[src/common/ltp_pkg.sv]
`default_nettype none
package ltp_pkg;
   localparam int unsigned CLK_HZ = 20_000_000;
   localparam int unsigned POLL_TIME_S = 4;
   localparam int unsigned POLL_CYCLES = POLL_TIME_S * CLK_HZ;
   localparam logic [6:0] LIGHT_ADDR_RST = 7'h44;
   localparam logic [6:0] TEMP_ADDR_RST = 7'h4C;
   localparam logic [15:0] DIV_RST = 16'h00F0;
   localparam logic [15:0] CFG_WORD = (16'hC << 12) | (16'h3 << 9);
   localparam logic [7:0] PTR_LCFG = 8'h01;
   localparam logic [7:0] PTR_LRES = 8'h00;
   localparam logic [7:0] PTR_THI = 8'h01;
   localparam logic [7:0] PTR_TLO = 8'h10;
   localparam logic [7:0] PEND_SET = 8'hFF;
   localparam logic [15:0] LUX100 = 16'h29C4;
   localparam logic [7:0] TEMP_ALARM = 8'h32;
   localparam int CTL_SWRST = 0;
   localparam logic [31:0] CTL_FIXED = 32'h0000_08C0;
   localparam logic [7:0] OFS_CTRL = 8'h00;
   localparam logic [7:0] OFS_TADDR = 8'h08;
   localparam logic [7:0] OFS_DIV = 8'h10;
   localparam logic [7:0] OFS_IE = 8'h18;
   localparam logic [7:0] OFS_DATA = 8'h20;
   localparam logic [2:0] STEP_LOOP = 3'h3;
   localparam logic [2:0] STEP_CFGRD = 3'h1;
   localparam logic [2:0] STEP_THI = 3'h5;
   localparam logic [2:0] STEP_LAST = 3'h7;
   typedef struct packed {
      logic port;
      logic rx;
      logic [1:0] txn;
      logic [1:0] rxn;
      logic [0:2][7:0] tx_byte_array;
   } ltp_txn_s;
endpackage : ltp_pkg
`default_nettype wire

[src/hw/ltp_poller.sv]
// Local design decisions: the address map and the APB register port.
`default_nettype none
module ltp_poller #(
   parameter int unsigned POLL_CYC = ltp_pkg::POLL_CYCLES
) (
   input wire logic ref_clk,
   input wire logic rst,
   input wire logic psel,
   input wire logic penable,
   input wire logic pwrite,
   input wire logic [7:0] paddr,
   input wire logic [31:0] pwdata,
   output logic [31:0] prdata,
   output logic pready,
   output logic pslverr,
   input wire logic light_scl_i,
   input wire logic light_sda_i,
   input wire logic temp_scl_i,
   input wire logic temp_sda_i,
   output logic light_scl_o,
   output logic light_scl_oe_n,
   output logic light_sda_o,
   output logic light_sda_oe_n,
   output logic temp_scl_o,
   output logic temp_scl_oe_n,
   output logic temp_sda_o,
   output logic temp_sda_oe_n,
   output logic drive_current_high,
   output logic over_temp,
   output logic [3:0] light_exponent,
   output logic [11:0] light_mantissa,
   output logic [7:0] temp_whole,
   output logic [3:0] temp_frac
);
   typedef enum logic [3:0] {
      E_IDLE = 4'h1, E_START = 4'h2, E_BYTE = 4'h4, E_STOP = 4'h8
   } ltp_eng_e;
   typedef enum logic [3:0] {
      Q_OFF = 4'h1, Q_LAUNCH = 4'h2, Q_BUSY = 4'h4, Q_WAIT = 4'h8
   } ltp_seq_e;

   // fixed transfer plan: init steps 0..2, then polled loop 3..7
   function automatic ltp_pkg::ltp_txn_s step_txn(input logic [2:0] s);
      ltp_pkg::ltp_txn_s t;
      t = '0;
      case (s)
         3'h0: t = {2'b00, 2'h3, 2'h0, ltp_pkg::PTR_LCFG, ltp_pkg::CFG_WORD};
         3'h1: t = {2'b01, 2'h0, 2'h2, 24'h0};
         3'h2: t = {2'b00, 2'h1, 2'h0, ltp_pkg::PTR_LRES, 16'h0};
         3'h3: t = {2'b01, 2'h0, 2'h2, 24'h0};
         3'h4: t = {2'b10, 2'h1, 2'h1, ltp_pkg::PTR_THI, 16'h0};
         3'h5: t = {2'b11, 2'h1, 2'h1, ltp_pkg::PTR_THI, 16'h0};
         3'h6: t = {2'b10, 2'h1, 2'h1, ltp_pkg::PTR_TLO, 16'h0};
         default: t = {2'b11, 2'h1, 2'h1, ltp_pkg::PTR_TLO, 16'h0};
      endcase
      return t;
   endfunction : step_txn

   logic [1:0] swrst;
   logic [1:0][6:0] target_addr_reg;
   logic [1:0][15:0] port_divider;
   logic [1:0][1:0] port_irq_enable;
   logic [3:0] s1;
   logic [3:0] s2;
   ltp_eng_e eng;
   ltp_seq_e seq;
   ltp_pkg::ltp_txn_s cur;
   logic [1:0] phase;
   logic [3:0] bitn;
   logic [8:0] sh;
   logic scl_low;
   logic sda_low;
   logic addr_ph;
   logic nack;
   logic done;
   logic [1:0] port_flags;
   logic [1:0] tx_remaining_count;
   logic [1:0] tx_idx;
   logic [1:0] rx_expected_count;
   logic [1:0] rx_idx;
   logic [1:0][7:0] rx_buf;
   logic [13:0] qcnt;
   logic [2:0] step;
   logic [31:0] poll_cnt;
   logic due;
   logic [7:0] pending_command_flag;
   logic [15:0] cfg_back;
   logic [15:0] light_result;
   logic [7:0] temp_lo;

   // bus decode
   wire logic acc = psel & penable;
   wire logic wr_en = acc & pready & pwrite;
   wire logic pi = paddr[2];
   wire logic [7:0] ofs = {paddr[7:3], 3'b000};
   wire logic hit = (paddr[1:0] == 2'b00) & ((ofs == ltp_pkg::OFS_CTRL)
      | (ofs == ltp_pkg::OFS_TADDR) | (ofs == ltp_pkg::OFS_DIV)
      | (ofs == ltp_pkg::OFS_IE) | (ofs == ltp_pkg::OFS_DATA));
   wire logic [31:0] light_data = {cfg_back, light_result};
   wire logic [31:0] temp_data = {pending_command_flag, 5'h0, seq != Q_OFF,
      nack, over_temp, temp_whole, temp_lo};
   wire logic [31:0] rd_val =
      (ofs == ltp_pkg::OFS_CTRL) ? (ltp_pkg::CTL_FIXED | {31'h0, swrst[pi]}) :
      (ofs == ltp_pkg::OFS_TADDR) ? {25'h0, target_addr_reg[pi]} :
      (ofs == ltp_pkg::OFS_DIV) ? {16'h0, port_divider[pi]} :
      (ofs == ltp_pkg::OFS_IE) ? {30'h0, port_irq_enable[pi]} :
      (ofs == ltp_pkg::OFS_DATA) ? (pi ? temp_data : light_data) : 32'h0;

   // engine helpers
   wire logic run = ~|swrst & (&port_irq_enable);
   wire logic scl_s = cur.port ? s2[2] : s2[0];
   wire logic sda_s = cur.port ? s2[3] : s2[1];
   wire logic [15:0] cdiv = port_divider[cur.port];
   wire logic q_end = (cdiv[15:2] == 14'h0) | (qcnt == cdiv[15:2] - 14'h1);
   // a target holding the clock low stretches the quarter after release
   wire logic tick = q_end & ~((phase == 2'h2) & ~scl_s & (eng != E_IDLE));
   wire logic byte_end = (eng == E_BYTE) & tick & (phase == 2'h3) & (bitn == 4'h8);
   wire logic ack_bad = (~cur.rx | addr_ph) & sh[0];
   wire logic [1:0] nxt_rx = addr_ph ? 2'h0 : rx_idx + 2'h1;
   wire logic last_rx = (nxt_rx + 2'h1 == rx_expected_count);
   wire logic [7:0] tx_next = cur.tx_byte_array[tx_idx];
   wire logic launch = (seq == Q_LAUNCH);
   wire logic ok_done = (seq == Q_BUSY) & done & ~nack;
   wire logic [15:0] rx_word = {rx_buf[0], rx_buf[1]};
   wire logic poll_wrap = run & (poll_cnt == 32'(POLL_CYC - 1));

   always_ff @(posedge ref_clk) begin
      s1 <= {temp_sda_i, temp_scl_i, light_sda_i, light_scl_i};
      s2 <= s1;
   end

   always_ff @(posedge ref_clk) begin
      if (rst) begin
         swrst <= 2'b11;
         target_addr_reg <= {ltp_pkg::TEMP_ADDR_RST, ltp_pkg::LIGHT_ADDR_RST};
         port_divider <= {ltp_pkg::DIV_RST, ltp_pkg::DIV_RST};
         port_irq_enable <= 4'h0;
      end else if (wr_en) begin
         if (ofs == ltp_pkg::OFS_CTRL) begin
            swrst[pi] <= pwdata[ltp_pkg::CTL_SWRST];
         end
         if (ofs == ltp_pkg::OFS_TADDR) begin
            target_addr_reg[pi] <= pwdata[6:0];
         end
         if (ofs == ltp_pkg::OFS_DIV) begin
            port_divider[pi] <= pwdata[15:0];
         end
         if (ofs == ltp_pkg::OFS_IE) begin
            port_irq_enable[pi] <= pwdata[1:0];
         end
      end
   end

   always_ff @(posedge ref_clk) begin
      if (rst) begin
         pready <= 1'b0;
         pslverr <= 1'b0;
         prdata <= 32'h0;
      end else begin
         pready <= acc & ~pready;
         pslverr <= acc & ~pready & ~hit;
         prdata <= (acc & ~pready & ~pwrite & hit) ? rd_val : 32'h0;
      end
   end

   always_ff @(posedge ref_clk) begin
      if (rst | (eng == E_IDLE) | tick) begin
         qcnt <= 14'h0;
      end else if (!q_end) begin
         qcnt <= qcnt + 14'h1;
      end
   end

   // byte engine: four quarters per bit, nine bits per byte incl. acknowledge
   always_ff @(posedge ref_clk) begin
      if (rst | ~run) begin
         eng <= E_IDLE;
         cur <= '0;
         phase <= 2'h0;
         bitn <= 4'h0;
         sh <= 9'h1FF;
         scl_low <= 1'b0;
         sda_low <= 1'b0;
         addr_ph <= 1'b0;
         nack <= 1'b0;
         done <= 1'b0;
         port_flags <= 2'h0;
         tx_remaining_count <= 2'h0;
         tx_idx <= 2'h0;
         rx_expected_count <= 2'h0;
         rx_idx <= 2'h0;
         rx_buf <= '0;
      end else begin
         done <= 1'b0;
         port_flags <= 2'h0;
         if (launch) begin
            cur <= step_txn(step);
            tx_remaining_count <= step_txn(step).txn;
            rx_expected_count <= step_txn(step).rxn;
            tx_idx <= 2'h0;
            rx_idx <= 2'h0;
            nack <= 1'b0;
            phase <= 2'h0;
            eng <= E_START;
         end else if (tick) begin
            phase <= phase + 2'h1;
            case (eng)
               E_START: begin
                  case (phase)
                     2'h1: sda_low <= 1'b1;
                     2'h2: scl_low <= 1'b1;
                     2'h3: begin
                        sh <= {target_addr_reg[cur.port], cur.rx, 1'b1};
                        bitn <= 4'h0;
                        addr_ph <= 1'b1;
                        eng <= E_BYTE;
                     end
                     default: scl_low <= 1'b0;
                  endcase
               end
               E_BYTE: begin
                  case (phase)
                     2'h0: sda_low <= ~sh[8];
                     2'h1: scl_low <= 1'b0;
                     2'h2: sh <= {sh[7:0], sda_s};
                     default: begin
                        scl_low <= 1'b1;
                        bitn <= bitn + 4'h1;
                     end
                  endcase
                  if (byte_end) begin
                     bitn <= 4'h0;
                     addr_ph <= 1'b0;
                     if (ack_bad) begin
                        nack <= 1'b1;
                        eng <= E_STOP;
                     end else if (cur.rx) begin
                        if (!addr_ph) begin
                           rx_buf[rx_idx] <= sh[8:1];
                           rx_idx <= rx_idx + 2'h1;
                           port_flags[0] <= 1'b1;
                        end
                        if (!addr_ph & (rx_idx + 2'h1 == rx_expected_count)) begin
                           eng <= E_STOP;
                        end else begin
                           sh <= {8'hFF, last_rx};
                        end
                     end else begin
                        port_flags[1] <= 1'b1;
                        if (tx_remaining_count == 2'h0) begin
                           eng <= E_STOP;
                        end else begin
                           sh <= {tx_next, 1'b1};
                           tx_idx <= tx_idx + 2'h1;
                           tx_remaining_count <= tx_remaining_count - 2'h1;
                        end
                     end
                  end
               end
               E_STOP: begin
                  case (phase)
                     2'h0: sda_low <= 1'b1;
                     2'h1: scl_low <= 1'b0;
                     2'h2: sda_low <= 1'b0;
                     default: begin
                        eng <= E_IDLE;
                        done <= 1'b1;
                     end
                  endcase
               end
               default: phase <= 2'h0;
            endcase
         end
      end
   end

   // sequencer
   always_ff @(posedge ref_clk) begin
      if (rst | ~run) begin
         seq <= Q_OFF;
         step <= 3'h0;
         poll_cnt <= 32'h0;
         due <= 1'b0;
         pending_command_flag <= 8'h00;
      end else begin
         poll_cnt <= poll_wrap ? 32'h0 : poll_cnt + 32'h1;
         due <= poll_wrap | (due & ~(seq == Q_WAIT));
         case (seq)
            Q_OFF: seq <= Q_LAUNCH;
            Q_LAUNCH: begin
               seq <= Q_BUSY;
               if (step_txn(step).port) begin
                  pending_command_flag <= ltp_pkg::PEND_SET;
               end
            end
            Q_BUSY: begin
               if (done) begin
                  pending_command_flag <= 8'h00;
                  if (nack) begin
                     seq <= Q_WAIT;
                     step <= (step < ltp_pkg::STEP_LOOP) ? 3'h0 : ltp_pkg::STEP_LOOP;
                  end else if (step == ltp_pkg::STEP_LAST) begin
                     seq <= Q_WAIT;
                     step <= ltp_pkg::STEP_LOOP;
                  end else begin
                     seq <= Q_LAUNCH;
                     step <= step + 3'h1;
                  end
               end
            end
            Q_WAIT: begin
               if (due) begin
                  seq <= Q_LAUNCH;
               end
            end
            default: seq <= Q_OFF;
         endcase
      end
   end

   // results are committed only from a fully acknowledged transfer
   always_ff @(posedge ref_clk) begin
      if (rst) begin
         cfg_back <= 16'h0;
         light_result <= 16'h0;
         light_exponent <= 4'h0;
         light_mantissa <= 12'h0;
         drive_current_high <= 1'b0;
         temp_whole <= 8'h0;
         over_temp <= 1'b0;
         temp_lo <= 8'h0;
         temp_frac <= 4'h0;
      end else if (ok_done) begin
         if (step == ltp_pkg::STEP_CFGRD) begin
            cfg_back <= rx_word;
         end
         if (step == ltp_pkg::STEP_LOOP) begin
            light_result <= rx_word;
            light_exponent <= rx_word[15:12];
            light_mantissa <= rx_word[11:0];
            if (rx_word > ltp_pkg::LUX100) begin
               drive_current_high <= 1'b1;
            end else if (rx_word < ltp_pkg::LUX100) begin
               drive_current_high <= 1'b0;
            end
         end
         if (step == ltp_pkg::STEP_THI) begin
            temp_whole <= rx_buf[0];
            over_temp <= rx_buf[0] > ltp_pkg::TEMP_ALARM;
         end
         if (step == ltp_pkg::STEP_LAST) begin
            temp_lo <= rx_buf[0];
            temp_frac <= rx_buf[0][7:4];
         end
      end
   end

   // open-drain pins: only the active port pulls low
   always_ff @(posedge ref_clk) begin
      if (rst) begin
         {light_scl_o, light_sda_o, temp_scl_o, temp_sda_o} <= 4'h0;
         {light_scl_oe_n, light_sda_oe_n, temp_scl_oe_n, temp_sda_oe_n} <= 4'hF;
      end else begin
         {light_scl_o, light_sda_o, temp_scl_o, temp_sda_o} <= 4'h0;
         light_scl_oe_n <= ~(scl_low & ~cur.port);
         light_sda_oe_n <= ~(sda_low & ~cur.port);
         temp_scl_oe_n <= ~(scl_low & cur.port);
         temp_sda_oe_n <= ~(sda_low & cur.port);
      end
   end
endmodule : ltp_poller
`default_nettype wire

[config.mk]
export PLATFORM = sky130hd
export DESIGN_NAME = ltp_poller
export DESIGN_NICKNAME = d
export VERILOG_FILES = /design/src/common/ltp_pkg.sv /design/src/hw/ltp_poller.sv
export SDC_FILE = /design/constraint.sdc
export NUM_CORES = 1
export LEC_CHECK = 0
export BUFFER_PORTS_ARGS = -buffer_cell sky130_fd_sc_hd__buf_4
export CAP_MARGIN = 20
export CORE_MARGIN = 1
export CORE_UTILIZATION = 52
export CTS_CLUSTER_SIZE = 24
export DETAILED_ROUTE_END_ITERATION = 16
export PLACE_DENSITY_LB_ADDON = 0.12
export SLEW_MARGIN = 20
export SYNTH_ARGS = -nofsm -noshare
export SYNTH_HDL_FRONTEND = slang
export SYNTH_SLANG_ARGS = --single-unit
[constraint.sdc]
create_clock -name ref_clk -period 8.9 [get_ports ref_clk]
set_input_delay 1.78 -clock ref_clk [delete_from_list [all_inputs] [get_ports ref_clk]]
set_output_delay 1.78 -clock ref_clk [all_outputs]
set_load 0.01 [all_outputs]
# Word-level counts from Yosys, hierarchy flattened
# Index checks and enable logic that the tools add are counted.
totals:
  ff_bits: 304
  input_bits: 49
  output_inout_bits: 72
  word_cells: 341
op_classes:
  addsub: 10
  order_cmp: 10
  n_eq_ne: 52
  mux: 97
  bitwise_logic: 59
  n_reduce_logical: 57
ops:
  columns: ["operator", "n"]
  rows:
  - ["$pmux 30 s6", 1]
  - ["$mux 16", 8]
  - ["$mux 9", 7]
  - ["$mux 30", 2]
  - ["$mux 4", 14]
  - ["$mux 8", 5]
  - ["$mux 7", 5]
  - ["$add 32x1->32 const B", 1]
  - ["$bwmux 32", 1]
  - ["$eq 32x27->1 const B", 1]
  - ["$mux 32", 1]
  - ["$mux 2", 15]
  - ["$reduce_and 6->1", 5]
  - ["$and 1x1->1", 25]
  - ["$mux 12", 2]
  - ["$not 1->1", 23]
  - ["$reduce_and 7->1", 3]
  - ["$ne 2x2->1 const B", 10]
  - ["$reduce_and 2->1", 10]
  - ["$pmux 9 s2", 1]
  - ["$bmux 8 s2", 1]
  - ["$bwmux 16", 1]
  - ["$demux 16 s1", 1]
  - ["$gt 16x14->1 const B", 1]
  - ["67 further kinds", 141]

# Logic depth before layout (Yosys ltp)
# Gate-level depths: netlist of run 1.
depth:
  depth_word: 13
  ltp_mapped: 16
  ltp_nobuf: 11

# Least setup slack after synthesis of run 1
# Ideal clock, no wire load.
synth_timing:
  kind: "reg-to-reg"
  start: "register, netlist name rx_expected_count[0]"
  end: "register sda_low"
  setup_time_ps: 70
  t_arrival_ps: 3692
  required_ps: 8830
  slack_ps: 5138
  stages_incl_launch_ff: 16
  path_buffers: 5
  period_less_slack_ps: 3762
  cell_sequence: "dfxtp_1 buf_6 buf_6 buf_2 buf_1 mux2i_1 ha_1 o21ai_2 nor3_1 nand3_1 a2111oi_4 a31oi_1 nand2b_1 buf_2 or4_1 a21oi_1"
synth_lines:
  columns: ["element", "line", "rtl"]
  rows:
  - ["end signal, assigned", "ltp_poller.sv:223", "2'h0: sda_low <= ~sh[8];"]
  - ["end, declared", "ltp_poller.sv:72", "logic sda_low;"]

# Worst setup path in the final report of run 1
layout_timing:
  start: "register rx_expected_count[0]"
  end: "register sh[4]"
layout_between:
  elab_chain_len: 7
layout_lines:
  columns: ["element", "line", "rtl"]
  rows:
  - ["start, declared", "ltp_poller.sv:79", "logic [1:0] rx_expected_count;"]
  - ["start signal, assigned", "ltp_poller.sv:199", "rx_expected_count <= step_txn(step).rxn;"]
  - ["$eq 2x2->1", "ltp_poller.sv:243", "if (!addr_ph & (rx_idx + 2'h1 == rx_expected_count)) begin"]
  - ["$and 1x1->1", "ltp_poller.sv:243", null]
  - ["$mux 9", "ltp_poller.sv:243", null]
  - ["$mux 9", "ltp_poller.sv:237", "end else if (cur.rx) begin"]
  - ["$mux 9", "ltp_poller.sv:234", "if (ack_bad) begin"]
  - ["$mux 9", "ltp_poller.sv:231", "if (byte_end) begin"]
  - ["$pmux 9 s2", "ltp_poller.sv:207", "case (eng)"]
  - ["end signal, assigned", "ltp_poller.sv:213", "sh <= {target_addr_reg[cur.port], cur.rx, 1'b1};"]
  - ["end signal, assigned", "ltp_poller.sv:246", "sh <= {8'hFF, last_rx};"]
  - ["end signal, assigned", "ltp_poller.sv:253", "sh <= {tx_next, 1'b1};"]
  - ["end, declared", "ltp_poller.sv:70", "logic [8:0] sh;"]
# No other way between the ends.
# A chain may end at the register's enable or synchronous reset.

==> results of run 1 <==
==> per-layer routing <==
metal / up-vias / share of wire [%] / wire length (um) / track usage [%]
met2: 271 / 47 / 14400 / 43.4
met4: 0 / 2.2 / 663 / 6.54
met1: 4854 / 45 / 13500 / 34.3
met3: 45 / 5.8 / 1760 / 3.88
met5: - / 0 / 0 / 0
li1: 4978 / - / - / -
==> power by group through the flow <==
stage	Sequential (mW)	Clock (mW)	Combinational, mW
finish	1.14	1.21	0.0442
detailed placement	1.17	0	0.0436
CTS	1.14	1.23	0.0437
global route	1.14	1.28	0.0469
floorplan	1.17	0	0.0245
global placement	1.17	0	0.0433
==> cell type report <==
class / instances / area [um2]
Clock buffer: 41 / 861
Clock inverter: 13 / 133
Fill cell: 2021 / 8500
Inverter: 24 / 90.1
Multi-Input combinational cell: 1046 / 6260
Sequential cell: 255 / 5110
Tap cell: 280 / 350
Timing Repair Buffer: 105 / 788
==> Yosys cell counts (all sizes together) (4+ instances only) <==
library cell | n | share of area, %
dfxtp | 255 | 43
nand2 | 235 | 7.5
nor2 | 153 | 4.8
a21oi | 128 | 5.4
mux2i | 76 | 6.4
clkbuf | 62 | 2.0
nor3 | 42 | 1.8
nand3 | 41 | 1.7
xor2 | 35 | 2.6
o21ai | 32 | 1.4
xnor2 | 29 | 2.1
buf | 27 | 1.6
inv | 24 | 0.76
ha | 19 | 2.0
and3 | 18 | 0.95
mux2 | 18 | 1.7
nor2b | 18 | 0.95
nand4 | 17 | 1.0
or3 | 15 | 0.83
and2 | 14 | 0.74
nand3b | 13 | 0.82
a211oi | 12 | 0.76
a221oi | 11 | 0.81
nor4 | 11 | 0.63
a31oi | 10 | 0.58
a211o | 8 | 0.59
nand2b | 8 | 0.42
nor3b | 8 | 0.51
o22a | 8 | 0.59
o22ai | 8 | 0.47
nor4b | 7 | 0.52
or3b | 5 | 0.37
or4 | 5 | 0.32
o221ai | 4 | 0.30
==> stage by stage <==
stage	cells	setup WS [ps]	power [mW]	instance area, um2	util [%]
2_1_floorplan	1414	5140	1.19	11900	-
3_3_place_gp	1710	4400	1.21	12600	57.0
3_5_place_dp	1710	4350	1.21	12600	57.0
4_1_cts	1764	4580	2.42	13600	61.5
5_1_grt	1764	4330	2.47	13600	61.5
6_report	1764	4580	2.40	13600	61.5
==> worst max-delay path by stage <==
| stage | start | endpoint | slack [ps] | cells after the start |
|---|---|---|---|---|
| after floorplan | rx_expected_count[0] | sda_low | 5140 | 15 |
| after global placement | paddr[3] | prdata[20] | 4400 | 8 |
| after detailed placement | paddr[3] | prdata[21] | 4350 | 8 |
| after CTS | rx_expected_count[0] | sh[4] | 4580 | 10 |
| after global routing | rx_expected_count[0] | sh[1] | 4330 | 10 |
| final | rx_expected_count[0] | sh[4] | 4580 | 10 |
==> kinds of logic after synthesis <==
group,Yosys count,share of synthesized area [%]
other cells,1,0.0316
mux,95,8.35
buf+inv,113,4.31
compound gates,244,12.9
xor+xnor,64,4.73
flops,255,43.1
fa+ha+maj,19,2.00
simple gates,620,24.6
==> worst register-to-register path, stage by stage (launching register included) <==
cell       delay [ps]
dfxtp_2           310
buf_4             540
or3b_1            430
a222oi_1          570
nand3b_1          180
xnor2_1           190
a2111oi_4         530
a31o_2            460
nand3_1           440
a221oi_1          420
o21ai_1           120
==> summary.md, run 1 <==
| Metric | Value |
|---|---|
| Hold path startpoint | s1[0] |
| HP Class | flip-flop to flip-flop |
| Final Hold Slack | 327 ps |
| CTS tree | yes |
| WHS Path Cells | 0 |
| CP max FO | 53 |
| GPL Wtd Cong | 0.884 |
| Clk sinks | 255 |
| CTS H-Tree Depth | 1 |
| R2R cell count | 10 |
| Number of antenna violations at the first check in global routing | 0 |
| Postcts setup bufs | 0 |
| Die span in y | 153 um |
| Synthesized flop and latch total | 255 |
| Gr usage total | 25.7% |
| Root Driver | clkbuf_16 |
| DRT iter0 DRCs | 731 |
| Share of power burned in registers | 47.7% |
| Max transition margin | 29.9% |
| Die W | 153 um |
| Number of global-route vias before repair | 9394 |
| Post-DRT Antenna Nets | 0 |
| Largest delay share family, worst path | compound AO/OA/AOI/OAI gates |
| Switching share of power | 21.1% |
| Fin Setup TNS | 0 ps |
| Post-synthesis sequential area ratio | 43.1% |
| YS warnings | 0 |
| Std-Cell Core Area | 22100 um2 |
| Max_cap viols | 0 |
| Data arrival time of the critical path | 4730 ps |
| Clk buf depth | 3 |
| Top-level I/O count | 121 |
| Total Wirelength | 30.3 mm |
| Endpoint class of the critical path | flip-flop |
| R2r endpoint | sh[4] |
| CP peak stage delay | 570 ps |
| Layout cells sized above 1 | 13.4% |
| Routed len/inst | 17.2 um |
| Largest net degree at the start of global routing | 87 |
| # rows | 54 |
| First-pass DRT Iterations | 5 |
| Antenna cell count | 0 |
| Clock share of power | 50.5% |
| Worst r2r src | rx_expected_count[0] |
| CTS Hold Bufs | 0 |
| Max Clock Freq | 0.231 GHz |
| Slew Viols, Final | 0 |
| Power Dens Cells | 177 nW/um2 |
| P_leak | 4.95 nW |
| Top FF cell, synth | dfxtp_1 |
| Setup violators final | 0 |
| Slowest cell on crit path | a222oi_1 |
| Die Area | 23400 um2 |
| Clock Skew | 15.7 ps |
| WS Path Type | flip-flop to flip-flop |
| Starting Density | 53.7% |
| HPWL Detailed | 21.1 mm |
| Comb pwr share | 1.8% |
| Commonest non-fill, non-tap cell in the layout | dfxtp_1 |
| Top flop regs | poll_cnt (32), port_divider (32), prdata (32) |
| # port buffers | 100 |
| Reg2Reg Setup Slack | 4580 ps |
| Vias per cell | 5.75 |
| Synth Area per Inst | 8.40 um2 |
| CP required | 9310 ps |
| Overflow after GRT | 0 |
| Worst-Margin Slew | 1040 ps |
| Vias | 10100 |
| First-pass GRT wire length | 49.1 mm |
| Post-synth EDFFs | 0 |
| RSZ-0062 raised after global routing | no |
| Final hold violation count | 0 |
| VDD IR-drop max | 0.000141 V |
| CP cell instances | buf_4 > or3b_1 > a222oi_1 > nand3b_1 > xnor2_1 > a2111oi_4 > a31o_2 > nand3_1 > a221oi_1 > o21ai_1 |
| CTS resizes | 0 |
| Area grow syn2layout | 14.6% |
| Part of the cycle the worst path needs | 48.6% |
| Total CTS buffers | 29 |
| Setup crit start kind | flip-flop |
| Residual DRC count | 0 |
| Hold endpoint | s2[0] |
| Nets | 1529 |
| Mapped cell area | 11900 um2 |
| Distinct cells, synth | 73 |
| Worst-path clk slew | 50 ps |
| Internal power | 1.89 mW |
| Post-Syn Instances | 1411 |
| Ys async rst share | 0% |
| Clk Latency, worst-skew pair | 550 ps |
| Run status | finished clean |
| Tmin final | 4320 ps |
| NetSw | 508 uW |
| CP bufs+invs | 1 |
| Most frequent cells in the layout | 254 x dfxtp_1, 234 x nand2_1, 152 x nor2_1 |
(Power assumes the default switching activity.)
==> run 2, diff against run 1 <==
==> constraint.sdc (replaced) <==
create_clock -name ref_clk -period 4.5 [get_ports ref_clk]
set_input_delay 0.9 -clock ref_clk [delete_from_list [all_inputs] [get_ports ref_clk]]
set_output_delay 0.9 -clock ref_clk [all_outputs]
set_load 0.01 [all_outputs]
==> summary.md, run 2 (same netlist as run 1, synthesis figures left out) <==
| Metric | Value |
|---|---|
| Setup crit start | rx_expected_count[0] |
| Vias | 10100 (-0.44%) |
| Slowest cell on crit path | a2111oi_4 |
| P_leak | 4.95 nW (about the same) |
| Critical path depth | 11 (+1) |
| CP peak stage delay | 550 ps (-20 ps) |
| Worst-path clk slew | 60 ps (about the same) |
| Critical Path Sink | rx_buf[7] |
| Nets | 1537 (+0.52%) |
| Die W | 153 um (unchanged) |
| Core Util, Final | 61.4% (-0.085 points) |
| Worst r2r src | rx_expected_count[0] |
| HPWL Detailed | 21.1 mm (+0.15%) |
| Postcts setup bufs | 0 (unchanged) |
| Largest delay share family, worst path | compound AO/OA/AOI/OAI gates |
| DRT iter0 DRCs | 673 (-7.9%) |
| Total Wirelength | 30.2 mm (-0.36%) |
| Fill count | 1999 (-1.1%) |
| Largest net degree at the start of global routing | 70 (-20%) |
| Number of antenna violations at the first check in global routing | 1 (+1) |
| Antenna cell count | 0 (unchanged) |
| Vias per cell | 5.71 (-0.67%) |
| CP bufs+invs | 1 (unchanged) |
| Layout cells sized above 1 | 13.4% (+0.031 points) |
| Residual DRC count | 0 (unchanged) |
| # port buffers | 100 (unchanged) |
| # rows | 54 (unchanged) |
| Worst-Margin Slew | 904 ps (-140 ps) |
| Slew Viols, Final | 0 (unchanged) |
| Most frequent cells in the layout | 254 x dfxtp_1, 234 x nand2_1, 153 x nor2_1 |
| CTS resizes | 0 (unchanged) |
| Routed len/inst | 17.1 um (-0.58%) |
| Run status | finished clean |
| Starting Density | 53.7% (unchanged) |
| CP required | 4910 ps (-4400 ps) |
| Gr usage total | 25.5% (-0.20 points) |
| Clk sinks | 255 (unchanged) |
| Std-Cell Core Area | 22100 um2 (unchanged) |
| Die Area | 23400 um2 (unchanged) |
| Power Dens Cells | 339 nW/um2 (+92%) |
| Tmin final | 3850 ps (-475 ps) |
| Max_cap viols | 0 (unchanged) |
| Data arrival time of the critical path | 4250 ps (-480 ps) |
| R2R cell count | 11 (+1) |
| Setup violators final | 0 (unchanged) |
| Total CTS buffers | 27 (-6.9%) |
| HP Class | flip-flop to flip-flop |
| Part of the cycle the worst path needs | 85.5% (+37 points) |
| WS Path Type | flip-flop to flip-flop |
| Clk Latency, worst-skew pair | 550 ps (about the same) |
| CTS tree | yes |
| CTS Hold Bufs | 0 (unchanged) |
| Die span in y | 153 um (unchanged) |
| RSZ-0062 raised after global routing | no |
| Endpoint class of the critical path | flip-flop |
| Setup crit start kind | flip-flop |
| CP max FO | 26 (-51%) |
| First-pass GRT wire length | 48.5 mm (-1.3%) |
| CTS H-Tree Depth | 1 (unchanged) |
| VDD IR-drop max | 0.000320 V (+130%) |
| Max Clock Freq | 0.260 GHz (+12%) |
| Top-level I/O count | 121 (unchanged) |
| R2r endpoint | rx_buf[7] |
| GPL Wtd Cong | 0.892 (+0.90%) |
| Root Driver | clkbuf_16 |
| Area grow syn2layout | 14.5% |
| First-pass DRT Iterations | 5 (unchanged) |
| Overflow after GRT | 0 (unchanged) |
| CP cell instances | buf_4 > mux2i_1 > ha_1 > o21ai_2 > nor3_1 > nand3_1 > a2111oi_4 > a41o_1 > nand4_2 > mux2i_1 > nor2_1 |
| Clk buf depth | 3 (unchanged) |
| Fin Setup TNS | 0 ps (unchanged) |
| Number of global-route vias before repair | 9201 (-2.1%) |
| Max transition margin | 39.5% (+9.6 points) |
| Reg2Reg Setup Slack | 650 ps (-3920 ps) |
| Most frequent CP cell | mux2i_1 |
| Final hold violation count | 0 (unchanged) |
| Clock Skew | 12.2 ps (-3.48 ps) |
| Commonest non-fill, non-tap cell in the layout | dfxtp_1 |
| Top flop regs | poll_cnt (32), port_divider (32), prdata (32) |
| Post-DRT Antenna Nets | 0 (unchanged) |
==> run 2: cell types whose count changed in the layout (fill, tap and decap cells not counted), sizes merged <==
cell,delta
inv,+1
clkinvlp,-1
clkbuf,-3
buf,+10
clkinv,-3
==> run 2: routing by layer <==
layer	track usage [%]	wire length, um	vias to the layer above
li1	-	-	5001
met1	35.1	13900	4794
met2	41.9	14100	255
met3	3.18	1580	53
met4	7.17	717	0
met5	0	0	-
==> run 2: final cells by class <==
class                           instances  area [um2]  share of cell area [%]
Multi-Input combinational cell       1046        6260                    46.1
Tap cell                              280         350                    2.58
Clock buffer                           38         777                    5.73
Clock inverter                         10         125                   0.922
Inverter                               24        90.1                   0.664
Timing Repair Buffer                  115         863                    6.36
Sequential cell                       255        5110                    37.6
==> run 2: report_power, final <==
group / total, mW / leakage (nW) / switching (mW) / internal [mW]
sequential: 2.26 / 2.06 / 0.00131 / 2.26
combinational: 0.0878 / 2.45 / 0.0527 / 0.0351
clock: 2.26 / 0.450 / 0.930 / 1.33
==> run 2: worst register-to-register path, cell delays in order (launching register included) <==
cell,delay [ps]
dfxtp_2,390
buf_4,380
mux2i_1,320
ha_1,280
o21ai_2,110
nor3_1,210
nand3_1,160
a2111oi_4,550
a41o_1,530
nand4_2,420
mux2i_1,300
nor2_1,60
==> run 2: through the flow <==
step                      std cells  cell area [um2]  total power, mW  setup WS (ps)  hold WS [ps]
after global placement         1720            12700             2.40            773           312
after global routing           1768            13600             4.73            359           335
final                          1768            13600             4.61            654           326
after floorplan                1414            11900             2.36            738           310
after CTS                      1768            13600             4.64            687           326
after detailed placement       1720            12700             2.40            699           313
==> run 2: how the worst min path moves through the flow <==
stage,from,endpoint,slack (ps),depth (start not counted)
after floorplan,s1[0],s2[0],310,0
after global placement,s1[0],s2[0],310,0
after detailed placement,s1[1],s2[1],310,0
after CTS,s1[1],s2[1],330,0
after global routing,s1[1],s2[1],340,0
final,s1[1],s2[1],330,0
==> run 3, diff against run 2 <==
==> constraint.sdc (replaced) <==
create_clock -name ref_clk -period 4.5 [get_ports ref_clk]
set_input_delay 1.35 -clock ref_clk [delete_from_list [all_inputs] [get_ports ref_clk]]
set_output_delay 1.35 -clock ref_clk [all_outputs]
set_load 0.01 [all_outputs]
==> summary.md, run 3 (same netlist as run 1, synthesis figures left out) <==
| Metric | Value |
|---|---|
| Run status | finished clean |
| HP Class | flip-flop to flip-flop |
| Fill count | 2014 (+0.75%) |
| CP peak stage delay | 530 ps (-20 ps) |
| HPWL Detailed | 21.3 mm (+0.81%) |
| Power Dens Cells | 333 nW/um2 (-1.8%) |
| Die W | 153 um (unchanged) |
| CP required | 4910 ps (about the same) |
| Max_cap viols | 0 (unchanged) |
| CTS resizes | 0 (unchanged) |
| Die span in y | 153 um (unchanged) |
| CTS H-Tree Depth | 1 (unchanged) |
| Post-Place Cells | 1722 (+0.12%) |
| Antenna cell count | 0 (unchanged) |
| CTS Hold Bufs | 0 (unchanged) |
| First-pass DRT Iterations | 6 (+1) |
| Most frequent cells in the layout | 254 x dfxtp_1, 234 x nand2_1, 153 x nor2_1 |
| Routed len/inst | 17.2 um (+0.48%) |
| Fin Setup TNS | 0 ps (unchanged) |
| Max transition margin | 41.0% (+1.6 points) |
| Worst-Margin Slew | 881 ps (-23.5 ps) |
| Slowest cell on crit path | or4_1 |
| Post-DRT Antenna Nets | 0 (unchanged) |
| CP bufs+invs | 0 (-1) |
| P_leak | 4.93 nW (-0.43%) |
| Final Hold Slack | 327 ps (+0.939 ps) |
| Non-Filler Instances | 1771 (+0.17%) |
| Root Driver | clkbuf_16 |
| VDD IR-drop max | 0.000240 V (-25%) |
| Largest net degree at the start of global routing | 74 (+5.7%) |
| Slew Viols, Final | 0 (unchanged) |
| Clock Skew | 9.89 ps (-2.33 ps) |
| Top flop regs | poll_cnt (32), port_divider (32), prdata (32) |
| Clk sinks | 255 (unchanged) |
| Part of the cycle the worst path needs | 81.5% (-4.0 points) |
| First-pass GRT wire length | 49.6 mm (+2.2%) |
| Area taken by flip-flops and latches | 5110 um2 (unchanged) |
| Area grow syn2layout | 14.3% |
| Clk buf depth | 3 (unchanged) |
| Data arrival time of the critical path | 4080 ps (-170 ps) |
| CP cell instances | or4_1 > a222oi_1 > nand3b_1 > xnor2_1 > a2111oi_4 > a41o_1 > nand4_2 > mux2i_1 > nor2_1 |
| Setup crit start kind | flip-flop |
| # rows | 54 (unchanged) |
| Overflow after GRT | 0 (unchanged) |
| CP max FO | 10 (-62%) |
| Number of global-route vias before repair | 9437 (+2.6%) |
| RSZ-0062 raised after global routing | no |
| Vias per cell | 5.68 (-0.54%) |
| WS Path Type | flip-flop to flip-flop |
| Largest delay share family, worst path | compound AO/OA/AOI/OAI gates |
| Top-level I/O count | 121 (unchanged) |
| Nets | 1539 (+0.13%) |
| GPL Wtd Cong | 0.888 (-0.40%) |
| Tmin final | 3670 ps (-179 ps) |
| # port buffers | 100 (unchanged) |
| DRT iter0 DRCs | 701 (+4.2%) |
| Worst-path clk slew | 60 ps (about the same) |
| Final hold violation count | 0 (unchanged) |
| Residual DRC count | 0 (unchanged) |
| Final setup margin | 833 ps (+179 ps) |
| Vias | 10100 (-0.38%) |
| Commonest non-fill, non-tap cell in the layout | dfxtp_1 |
| Total CTS buffers | 27 (unchanged) |
| Gr usage total | 25.8% (+0.36 points) |
| Max Clock Freq | 0.273 GHz (+4.9%) |
| CTS tree | yes |
| Number of antenna violations at the first check in global routing | 0 (-1) |
| Layout cells sized above 1 | 13.5% (+0.11 points) |
| Setup violators final | 0 (unchanged) |
| Die Area | 23400 um2 (unchanged) |
| Core Util, Final | 61.3% (-0.10 points) |
| Std-Cell Core Area | 22100 um2 (unchanged) |
| Postcts setup bufs | 0 (unchanged) |
| Total Wirelength | 30.4 mm (+0.65%) |
| Endpoint class of the critical path | flip-flop |
| Starting Density | 53.7% (unchanged) |
| Place WS | 836 ps (+137 ps) |
| Multi-input logic area | 6260 um2 (unchanged) |
| Clk Latency, worst-skew pair | 550 ps (about the same) |
[run 3: cell types whose count changed in the layout (fill, tap and decap cells not counted), sizes merged]
cell | before | now
bufinv | 2 | 1
buf | 115 | 117
clkbuf | 38 | 37
inv | 27 | 25
clkinv | 5 | 7
clkinvlp | 0 | 3
[run 3: layer usage]
| layer | up-vias | global-route usage [%] | wire length, um |
|---|---|---|---|
| li1 | 5015 | - | - |
| met1 | 4759 | 35.7 | 14200 |
| met2 | 245 | 42.8 | 14300 |
| met3 | 46 | 2.72 | 1310 |
| met4 | 0 | 7.17 | 626 |
| met5 | - | 0 | 0 |
[run 3: worst paths after layout]
check | from | end | slack, ps | depth (start not counted)
hold reg to reg | s1[2] | s2[2] | 330 | 0
hold / removal | s1[2] | s2[2] | 330 | 0
setup reg to reg | rx_expected_count[0] | rx_buf[9] | 830 | 9
setup / recovery | rx_expected_count[0] | rx_buf[9] | 830 | 9
[run 3: area by class of cell]
type | count | area share (%)
Sequential cell | 255 | 37.7
Timing Repair Buffer | 117 | 6.48
Clock buffer | 37 | 5.56
Inverter | 24 | 0.665
Clock inverter | 12 | 0.822
Multi-Input combinational cell | 1046 | 46.2
Tap cell | 280 | 2.59
[run 3: where the power goes]
| part | internal [mW] | leakage, nW | switching [mW] |
|---|---|---|---|
| combinational | 0.0351 | 2.46 | 0.0527 |
| clock | 1.24 | 0.421 | 0.931 |
| sequential | 2.26 | 2.06 | 0.00138 |
[run 3: per-stage QoR]
stage	total power [mW]	cell area [um2]
final	4.52	13500
after global routing	4.65	13500
after CTS	4.56	13500
after detailed placement	2.40	12700
after global placement	2.40	12700
after floorplan	2.36	11900
